`config.mk`:
```
export PLATFORM = sky130hd
export DESIGN_NAME = dgb_datapath
export DESIGN_NICKNAME = d
export VERILOG_FILES = /design/src/hdl/dgb_pkg.sv /design/src/hdl/dgb_gain_mul.sv /design/src/hdl/dgb_seq_chk.sv /design/src/hdl/dgb_datapath.sv
export SDC_FILE = /design/constraint.sdc
export NUM_CORES = 1
export LEC_CHECK = 0
export BUFFER_PORTS_ARGS = -buffer_cell sky130_fd_sc_hd__buf_4
export CORE_MARGIN = 1
export CORE_UTILIZATION = 34
export DETAILED_ROUTE_END_ITERATION = 7
export PLACE_DENSITY = 0.5
export SLEW_MARGIN = 30
export SYNTH_ARGS = -nofsm -noshare
export SYNTH_HDL_FRONTEND = slang
export SYNTH_SLANG_ARGS = --single-unit
```
`constraint.sdc`:
```
create_clock -name SYS_CLK_IN -period 8.3 [get_ports SYS_CLK_IN]
set_clock_uncertainty 0.1 [all_clocks]
set_input_delay 0.415 -clock SYS_CLK_IN [delete_from_list [all_inputs] [get_ports SYS_CLK_IN]]
set_output_delay 0.415 -clock SYS_CLK_IN [all_outputs]
set_load 0.03 [all_outputs]
```
`src/hdl/dgb_pkg.sv`:
```
// constants for the q-path gain, soft blanking and sequence checker slice
// assumes byte-wide register access on 12-bit addresses
package dgb_pkg;
  localparam int SAMPLE_W = 16;
  localparam int GAIN_W = 12;
  localparam int GAIN_FRAC = 11;
  localparam int ERR_W = 8;
  localparam int SEQ_W = 15;
  localparam int SAMPLE_BIT = 15;

  localparam logic [11:0] ADR_Q_GAIN_LOW = 12'h13e;
  localparam logic [11:0] ADR_Q_GAIN_HIGH = 12'h13f;
  localparam logic [11:0] ADR_UP_LOW = 12'h140;
  localparam logic [11:0] ADR_UP_HIGH = 12'h141;
  localparam logic [11:0] ADR_DN_LOW = 12'h142;
  localparam logic [11:0] ADR_DN_HIGH = 12'h143;
  localparam logic [11:0] ADR_CFG_ONE = 12'h146;
  localparam logic [11:0] ADR_BLANK = 12'h147;
  localparam logic [11:0] ADR_CHK_CTRL = 12'h14b;
  localparam logic [11:0] ADR_ERR_REAL = 12'h14c;
  localparam logic [11:0] ADR_ERR_IMAG = 12'h14d;

  localparam logic [7:0] RST_Q_GAIN_LOW = 8'hea;
  localparam logic [3:0] RST_Q_GAIN_HIGH = 4'ha;
  localparam logic [7:0] RST_UP_LOW = 8'h04;
  localparam logic [3:0] RST_UP_HIGH = 4'h0;
  localparam logic [7:0] RST_DN_LOW = 8'h09;
  localparam logic [3:0] RST_DN_HIGH = 4'h0;
  localparam logic [7:0] RST_CFG_ONE = 8'h00;

  localparam int FLD_IMAG_OK = 7;
  localparam int FLD_REAL_OK = 6;
  localparam int FLD_POLY = 2;
  localparam int FLD_CLR = 1;
  localparam int FLD_EN = 0;

  localparam logic [1:0] RB_BLANKED = 2'h0;
  localparam logic [1:0] RB_RAMP_DOWN = 2'h1;
  localparam logic [1:0] RB_RAMP_UP = 2'h2;
  localparam logic [1:0] RB_DATA = 2'h3;

  localparam logic [11:0] GAIN_UNITY = 12'h800;
  localparam logic [7:0] ERR_MAX = 8'hff;

  typedef enum logic [1:0] {
    ST_BLANKED,
    ST_RAMP_DOWN,
    ST_RAMP_UP,
    ST_DATA
  } dgb_blank_e;
endpackage

```
`src/hdl/dgb_gain_mul.sv`:
```
// q-path digital gain multiplier with saturation
// assumes gain code with 11 fractional bits, one cycle latency
`timescale 1ns/1ps
`default_nettype none
module dgb_gain_mul
  import dgb_pkg::*;
(
  input wire logic clk_in,
  input wire logic rst_in,
  input wire logic valid_in,
  input wire logic [SAMPLE_W-1:0] sample_in,
  input wire logic [GAIN_W-1:0] gain_in,
  output logic [SAMPLE_W-1:0] sample_out,
  output logic valid_out
);
  typedef struct packed {
    logic [SAMPLE_W-1:0] y;
    logic v;
  } dgb_mul_s;

  dgb_mul_s m_q;
  dgb_mul_s m_d;
  logic signed [28:0] prod;
  logic signed [17:0] scaled;

  always_comb
  begin
    m_d = m_q;
    prod = $signed(sample_in) * $signed({1'b0, gain_in});
    scaled = prod[28:GAIN_FRAC];
    m_d.v = valid_in;
    if (valid_in)
    begin
      if (scaled > 18'sh07fff)
        m_d.y = 16'h7fff;
      else if (scaled < -18'sh08000)
        m_d.y = 16'h8000;
      else
        m_d.y = scaled[15:0];
    end
  end

  always_ff @(posedge clk_in)
  begin
    if (rst_in)
      m_q <= '0;
    else
      m_q <= m_d;
  end

  assign sample_out = m_q.y;
  assign valid_out = m_q.v;
endmodule
`default_nettype wire

```
`src/hdl/dgb_seq_chk.sv`:
```
// one-channel pseudo-random sequence checker with error counter
// assumes one checked bit per valid sample, self-synchronising reference
`timescale 1ns/1ps
`default_nettype none
module dgb_seq_chk
  import dgb_pkg::*;
(
  input wire logic clk_in,
  input wire logic rst_in,
  input wire logic enable_in,
  input wire logic poly_in,
  input wire logic clear_in,
  input wire logic valid_in,
  input wire logic bit_in,
  output logic seq_ok_out,
  output logic [ERR_W-1:0] err_count_out
);
  typedef struct packed {
    logic [SEQ_W-1:0] sh;
    logic ok;
    logic [ERR_W-1:0] cnt;
  } dgb_chk_s;

  dgb_chk_s c_q;
  dgb_chk_s c_d;
  logic expect_bit;

  always_comb
  begin
    c_d = c_q;
    expect_bit = poly_in ? (c_q.sh[14] ^ c_q.sh[13])
                         : (c_q.sh[6] ^ c_q.sh[5]);
    if (enable_in && valid_in)
    begin
      c_d.sh = {c_q.sh[SEQ_W-2:0], bit_in};
      c_d.ok = (bit_in == expect_bit);
      if (bit_in != expect_bit && c_q.cnt != ERR_MAX)
        c_d.cnt = c_q.cnt + 8'h01;
    end
    if (clear_in)
      c_d.cnt = '0;
  end

  always_ff @(posedge clk_in)
  begin
    if (rst_in)
      c_q <= '0;
    else
      c_q <= c_d;
  end

  assign seq_ok_out = c_q.ok;
  assign err_count_out = c_q.cnt;
endmodule
`default_nettype wire

```
`src/hdl/dgb_datapath.sv`:
```
// q-path gain with soft blanking ramps, and sequence checkers on both channels
// assumes byte register port, samples synchronous to the dac clock
//
// What this block does
// q samples scaled by gain code over 2048
// ramp up advances by up-step code plus one
// ramp down reduces by down-step code plus one
// blanking state readable as two-bit code
// software writes 0x01 into config one
// checker runs only while enable bit set
// polynomial bit picks 7 or 15 bit
// clear bit zeroes both error counters
// per-channel good flags at bits 7, 6
// eight-bit error count per channel
// error counters saturate at 255
// request ramps down, release ramps back up
`timescale 1ns/1ps
`default_nettype none
module dgb_datapath
  import dgb_pkg::*;
(
  input wire logic SYS_CLK_IN,
  input wire logic RST_IN,
  input wire logic [11:0] REG_ADDR_IN,
  input wire logic REG_WR_IN,
  input wire logic REG_RD_IN,
  input wire logic [7:0] REG_WDATA_IN,
  output logic [7:0] REG_RDATA_OUT,
  output logic REG_RVALID_OUT,
  input wire logic BLANK_REQ_IN,
  input wire logic SAMPLE_VALID_IN,
  input wire logic [SAMPLE_W-1:0] SAMPLE_REAL_IN,
  input wire logic [SAMPLE_W-1:0] SAMPLE_IMAG_IN,
  output logic [SAMPLE_W-1:0] Q_OUT,
  output logic Q_VALID_OUT
);
  typedef struct packed {
    logic [GAIN_W-1:0] gain;
    logic [GAIN_W-1:0] up;
    logic [GAIN_W-1:0] dn;
    logic [7:0] cfg1;
    logic poly;
    logic clr;
    logic en;
    dgb_blank_e st;
    logic [GAIN_W-1:0] cur;
    logic [7:0] rdata;
    logic rvalid;
  } dgb_top_s;

  dgb_top_s r_q;
  dgb_top_s r_d;
  logic [1:0] blank_code;
  logic real_ok;
  logic imag_ok;
  logic [ERR_W-1:0] real_cnt;
  logic [ERR_W-1:0] imag_cnt;
  logic [12:0] step_up;
  logic [12:0] step_dn;
  logic [12:0] up_sum;

  always_comb
  begin
    r_d = r_q;
    r_d.rvalid = 1'b0;
    step_up = {1'b0, r_q.up} + 13'h0001;
    step_dn = {1'b0, r_q.dn} + 13'h0001;
    up_sum = {1'b0, r_q.cur} + step_up;
    case (r_q.st)
      ST_BLANKED: blank_code = RB_BLANKED;
      ST_RAMP_DOWN: blank_code = RB_RAMP_DOWN;
      ST_RAMP_UP: blank_code = RB_RAMP_UP;
      default: blank_code = RB_DATA;
    endcase

    // register writes; read-only locations ignore writes
    if (REG_WR_IN)
    begin
      if (REG_ADDR_IN == ADR_Q_GAIN_LOW)
        r_d.gain[7:0] = REG_WDATA_IN;
      else if (REG_ADDR_IN == ADR_Q_GAIN_HIGH)
        r_d.gain[11:8] = REG_WDATA_IN[3:0];
      else if (REG_ADDR_IN == ADR_UP_LOW)
        r_d.up[7:0] = REG_WDATA_IN;
      else if (REG_ADDR_IN == ADR_UP_HIGH)
        r_d.up[11:8] = REG_WDATA_IN[3:0];
      else if (REG_ADDR_IN == ADR_DN_LOW)
        r_d.dn[7:0] = REG_WDATA_IN;
      else if (REG_ADDR_IN == ADR_DN_HIGH)
        r_d.dn[11:8] = REG_WDATA_IN[3:0];
      else if (REG_ADDR_IN == ADR_CFG_ONE)
        r_d.cfg1 = REG_WDATA_IN;
      else if (REG_ADDR_IN == ADR_CHK_CTRL)
      begin
        r_d.poly = REG_WDATA_IN[FLD_POLY];
        r_d.clr = REG_WDATA_IN[FLD_CLR];
        r_d.en = REG_WDATA_IN[FLD_EN];
      end
    end

    // register reads, answered one cycle later
    if (REG_RD_IN)
    begin
      r_d.rvalid = 1'b1;
      if (REG_ADDR_IN == ADR_Q_GAIN_LOW)
        r_d.rdata = r_q.gain[7:0];
      else if (REG_ADDR_IN == ADR_Q_GAIN_HIGH)
        r_d.rdata = {4'h0, r_q.gain[11:8]};
      else if (REG_ADDR_IN == ADR_UP_LOW)
        r_d.rdata = r_q.up[7:0];
      else if (REG_ADDR_IN == ADR_UP_HIGH)
        r_d.rdata = {4'h0, r_q.up[11:8]};
      else if (REG_ADDR_IN == ADR_DN_LOW)
        r_d.rdata = r_q.dn[7:0];
      else if (REG_ADDR_IN == ADR_DN_HIGH)
        r_d.rdata = {4'h0, r_q.dn[11:8]};
      else if (REG_ADDR_IN == ADR_CFG_ONE)
        r_d.rdata = r_q.cfg1;
      else if (REG_ADDR_IN == ADR_BLANK)
        r_d.rdata = {blank_code, 6'h00};
      else if (REG_ADDR_IN == ADR_CHK_CTRL)
        r_d.rdata = {imag_ok, real_ok, 3'h0, r_q.poly, r_q.clr,
                     r_q.en};
      else if (REG_ADDR_IN == ADR_ERR_REAL)
        r_d.rdata = real_cnt;
      else if (REG_ADDR_IN == ADR_ERR_IMAG)
        r_d.rdata = imag_cnt;
      else
        r_d.rdata = 8'h00;
    end

    // soft blanking state machine
    case (r_q.st)
      ST_BLANKED:
      begin
        r_d.cur = '0;
        if (!BLANK_REQ_IN)
          r_d.st = ST_RAMP_UP;
      end
      ST_RAMP_DOWN:
      begin
        if (!BLANK_REQ_IN)
          r_d.st = ST_RAMP_UP;
        else if ({1'b0, r_q.cur} <= step_dn)
        begin
          r_d.cur = '0;
          r_d.st = ST_BLANKED;
        end
        else
          r_d.cur = r_q.cur - step_dn[11:0];
      end
      ST_RAMP_UP:
      begin
        if (BLANK_REQ_IN)
          r_d.st = ST_RAMP_DOWN;
        else if (up_sum >= {1'b0, r_q.gain})
        begin
          r_d.cur = r_q.gain;
          r_d.st = ST_DATA;
        end
        else
          r_d.cur = up_sum[11:0];
      end
      default:
      begin
        r_d.cur = r_q.gain;
        if (BLANK_REQ_IN)
          r_d.st = ST_RAMP_DOWN;
      end
    endcase
  end

  always_ff @(posedge SYS_CLK_IN)
  begin
    if (RST_IN)
    begin
      r_q.gain <= {RST_Q_GAIN_HIGH, RST_Q_GAIN_LOW};
      r_q.up <= {RST_UP_HIGH, RST_UP_LOW};
      r_q.dn <= {RST_DN_HIGH, RST_DN_LOW};
      r_q.cfg1 <= RST_CFG_ONE;
      r_q.poly <= 1'b0;
      r_q.clr <= 1'b0;
      r_q.en <= 1'b0;
      r_q.st <= ST_BLANKED;
      r_q.cur <= '0;
      r_q.rdata <= 8'h00;
      r_q.rvalid <= 1'b0;
    end
    else
      r_q <= r_d;
  end

  assign REG_RDATA_OUT = r_q.rdata;
  assign REG_RVALID_OUT = r_q.rvalid;

  dgb_gain_mul u_mul (
    .clk_in(SYS_CLK_IN),
    .rst_in(RST_IN),
    .valid_in(SAMPLE_VALID_IN),
    .sample_in(SAMPLE_IMAG_IN),
    .gain_in(r_q.cur),
    .sample_out(Q_OUT),
    .valid_out(Q_VALID_OUT)
  );

  dgb_seq_chk u_chk_real (
    .clk_in(SYS_CLK_IN),
    .rst_in(RST_IN),
    .enable_in(r_q.en),
    .poly_in(r_q.poly),
    .clear_in(r_q.clr),
    .valid_in(SAMPLE_VALID_IN),
    .bit_in(SAMPLE_REAL_IN[SAMPLE_BIT]),
    .seq_ok_out(real_ok),
    .err_count_out(real_cnt)
  );

  dgb_seq_chk u_chk_imag (
    .clk_in(SYS_CLK_IN),
    .rst_in(RST_IN),
    .enable_in(r_q.en),
    .poly_in(r_q.poly),
    .clear_in(r_q.clr),
    .valid_in(SAMPLE_VALID_IN),
    .bit_in(SAMPLE_IMAG_IN[SAMPLE_BIT]),
    .seq_ok_out(imag_ok),
    .err_count_out(imag_cnt)
  );
endmodule
`default_nettype wire

```
==> results.yml <==
sta:
  finalSetupViolCount: 0
  min_period_ps: 6890
  setup_ws_ps: 1410
  hold_ws_ps: 118
  post-route-period-util_pct: 83.0
  slew_headroom_pct: 36.1
  tightestPinTransition_ps: 957
  fmax_ghz: 0.145
  drv_slew: 0
  rsz0062_at_grt: "no"
  setup_tns_ps: 0
  hold_viol_final: 0
logic_synthesis:
  synth_edf_count: 0
  syn_area_um2: 14600
  syn_nets: 2088
  synth_seq_cells: 135
  yosys-top-cells-area: "fa_1, dfxtp_1, ha_1"
  synthFlopType: "dfxtp_1"
  ys_types: 80
  synth_top_area_share_pct: 24.6
  ys_warn_count: 0
  async_flop_share_pct: 0
  yosysSeqAreaShare_pct: 18.5
  syn-mean-instance-area_um2: 8.34
  postSynthCellCount: 1749
  yosysTopAreaCell: "fa_1"
clock_tree:
  clockRootBuffer: "clkbuf_16"
  cts_tree: "yes"
  clock_sink_count: 135
  ctsHoldBuffers: 0
  post_cts_resized: 0
  numCtsBuffers: 17
  path_clk_slew_ps: 70
  cts.htree.levels: 4
  post_cts_buffers: 0
  cts_buffer_depth: 2
  clk_latency_ps: 440
floorplanning:
  die_h_um: 209
  fp-row-count: 75
  io_pins: 84
  die_w_um: 209
  coreArea_um2: 42100
  start_util_pct: 34.6
  die-area_um2: 43800
place:
  post-place-ws_ps: 1360
  dp.cells: 2275
  hpwlAfterDp_mm: 32.1
  portBuffers: 68
  gp_congestion: 0.862
  dpl-instance-area_um2: 15500
critical_path:
  worstPathMaxFanout: 15
  crit_required_ps: 8540
  cp_slowest_cell: "dfxtp_1"
  critPathKind: "register to register"
  crit_path_max_incr_delay_ps: 890
  path_cells: "buf_4 > and2_1 > fa_1 > inv_1 > fa_1 > inv_1 > fa_1 > fa_1 > inv_1 > fa_1 > inv_1 > ha_1 > nand2_1 > o21a_1 > o21ai_0 > a2111oi_4 > nor2_2 > a221oi_4 > xnor2_2 > a21boi_4 > o32ai_1"
  end_kind: "register"
  crit_path_start_kind: "register"
  critical-path-top-cell-by-count: "fa_1"
  cp.arrival_ps: 7130
drt:
  routed-via-count: 11800
  ant_nets: 0
  dr.pass1.iters: 5
  wl_mm: 40.9
  drtIter0Drc: 763
  route.detailed.drc: 0
  wl_per_cell_um: 17.7
  viasPerCell: 5.12
global_route:
  grt_pass1_vias: 12100
  grt_antenna_before_repair: 1
  grt_overflow: 0
  grt_use_met3_pct: 3.85
  grt_use_total_pct: 19.5
  grt_util_met2_pct: 31.2
  use_met1_pct: 26.7
  gr-max-usage-layer: "met2"
  grt_pass1_wl_mm: 66.6
  grt_max_degree: 76
power:
  power.leakage_nw: 7.53
  power.internal_mw: 1.27
  pwr-share-comb_pct: 16.9
  swShare_pct: 30.8
  peakVddDrop_uv: 130
  p_sw_mw: 0.564
  p_per_area_nw_per_um2: 113
  power_frac_clock_pct: 46.0
  seqPwrFrac_pct: 37.2
  total_power_mw: 1.83
cells_and_area:
  synthToLayoutAreaGrowth_pct: 10.6
  nets: 2094
  layout_commonest_cell: "inv_1"
  final_core_util_pct: 38.3
  drive_above_1_share_pct: 8.43
  final_cells: 2307
  layout_common_cells: "inv_1, nand2_1, fa_1, dfxtp_1, a21oi_1"
  antennaDiodeCount: 0
  fin_area_um2: 16100
job:
  maxCapViolCount: 0
min_path:
  hold_class: "input pin to register"
run_status:
  status: "completed"
## power by group through the flow
stage	Sequential (mW)	Clock [mW]	Combinational, mW
2_1_floorplan	0.703	0	0.194
3_3_place_gp	0.694	0	0.308
3_5_place_dp	0.694	0	0.311
4_1_cts	0.680	0.859	0.313
5_1_grt	0.681	0.884	0.347
6_report	0.680	0.841	0.308
## cell type report
cell class	instances	area, µm²
flip-flops and latches	135	2700
clock inverters	15	223
clock buffers	17	425
fillers	4319	26000
well taps	539	674
multi-input cells	1243	10500
repair buffers	84	631
inverters	274	1030
## state kept, by name, summed over array words and instances (netlist names)
| name | flops |
|---|---|
| r_q | 61 |
| u_mul.sample_out | 16 |
| u_chk_imag.c_q | 15 |
| u_chk_real.c_q | 15 |
| REG_RDATA_OUT | 8 |
| u_chk_imag.err_count_out | 8 |
| u_chk_real.err_count_out | 8 |
| REG_RVALID_OUT | 1 |
| u_chk_imag.seq_ok_out | 1 |
| u_chk_real.seq_ok_out | 1 |
| u_mul.valid_out | 1 |
## layer usage
metal	share of wire [%]	routed length [µm]
met1	47	19200
met3	5.3	2170
met4	2.0	809
met5	0	0
met2	46	18700
## critical path: cells and delay by family, from the launching register on
family	cells	cell delay, ps
AO/OA/AOI/OAI	6	1350
XOR/XNOR	1	610
adder cells (fa/ha/maj)	6	2720
buffers and inverters	5	580
flip-flops	1	890
AND/OR/NAND/NOR	3	530
## cells in the mapped netlist (9+ instances only)
cell      instances
buf_4             9
xor2_1           29
o21ai_0          34
or3_1            11
fa_1            179
nor2_1           93
a211oi_1         14
a21o_1            9
xnor2_1          36
nand2_1         237
nor3_1           20
a21oi_1         106
clkbuf_1         77
nand4_1          17
o31ai_1          14
nand3_1          55
nand2b_1         10
ha_1            102
inv_1           274
nor2b_1          13
o22ai_1          11
dfxtp_1         135
and2_1           94
mux2i_1          28
## logic make-up after synthesis
logic type / share of synthesized area [%]
multiplexers: 2.10
AND/OR/NAND/NOR: 19.5
buffers and inverters: 9.87
adder cells (fa/ha/maj): 33.3
XOR/XNOR: 4.01
flip-flops: 18.5
AO/OA/AOI/OAI: 12.7
## worst paths after layout
| check | slack, ps | startpoint | to | cells after the start |
|---|---|---|---|---|
| setup / recovery | 1410 | r_q[16] | u_mul.sample_out[13] | 21 |
| hold / removal | 120 | BLANK_REQ_IN | r_q[22] | 2 |
| setup reg to reg | 1410 | r_q[16] | u_mul.sample_out[13] | 21 |
| hold reg to reg | 350 | u_chk_imag.c_q[17] | u_chk_imag.c_q[18] | 2 |
No activity file was read; power rests on OpenSTA's default activity.
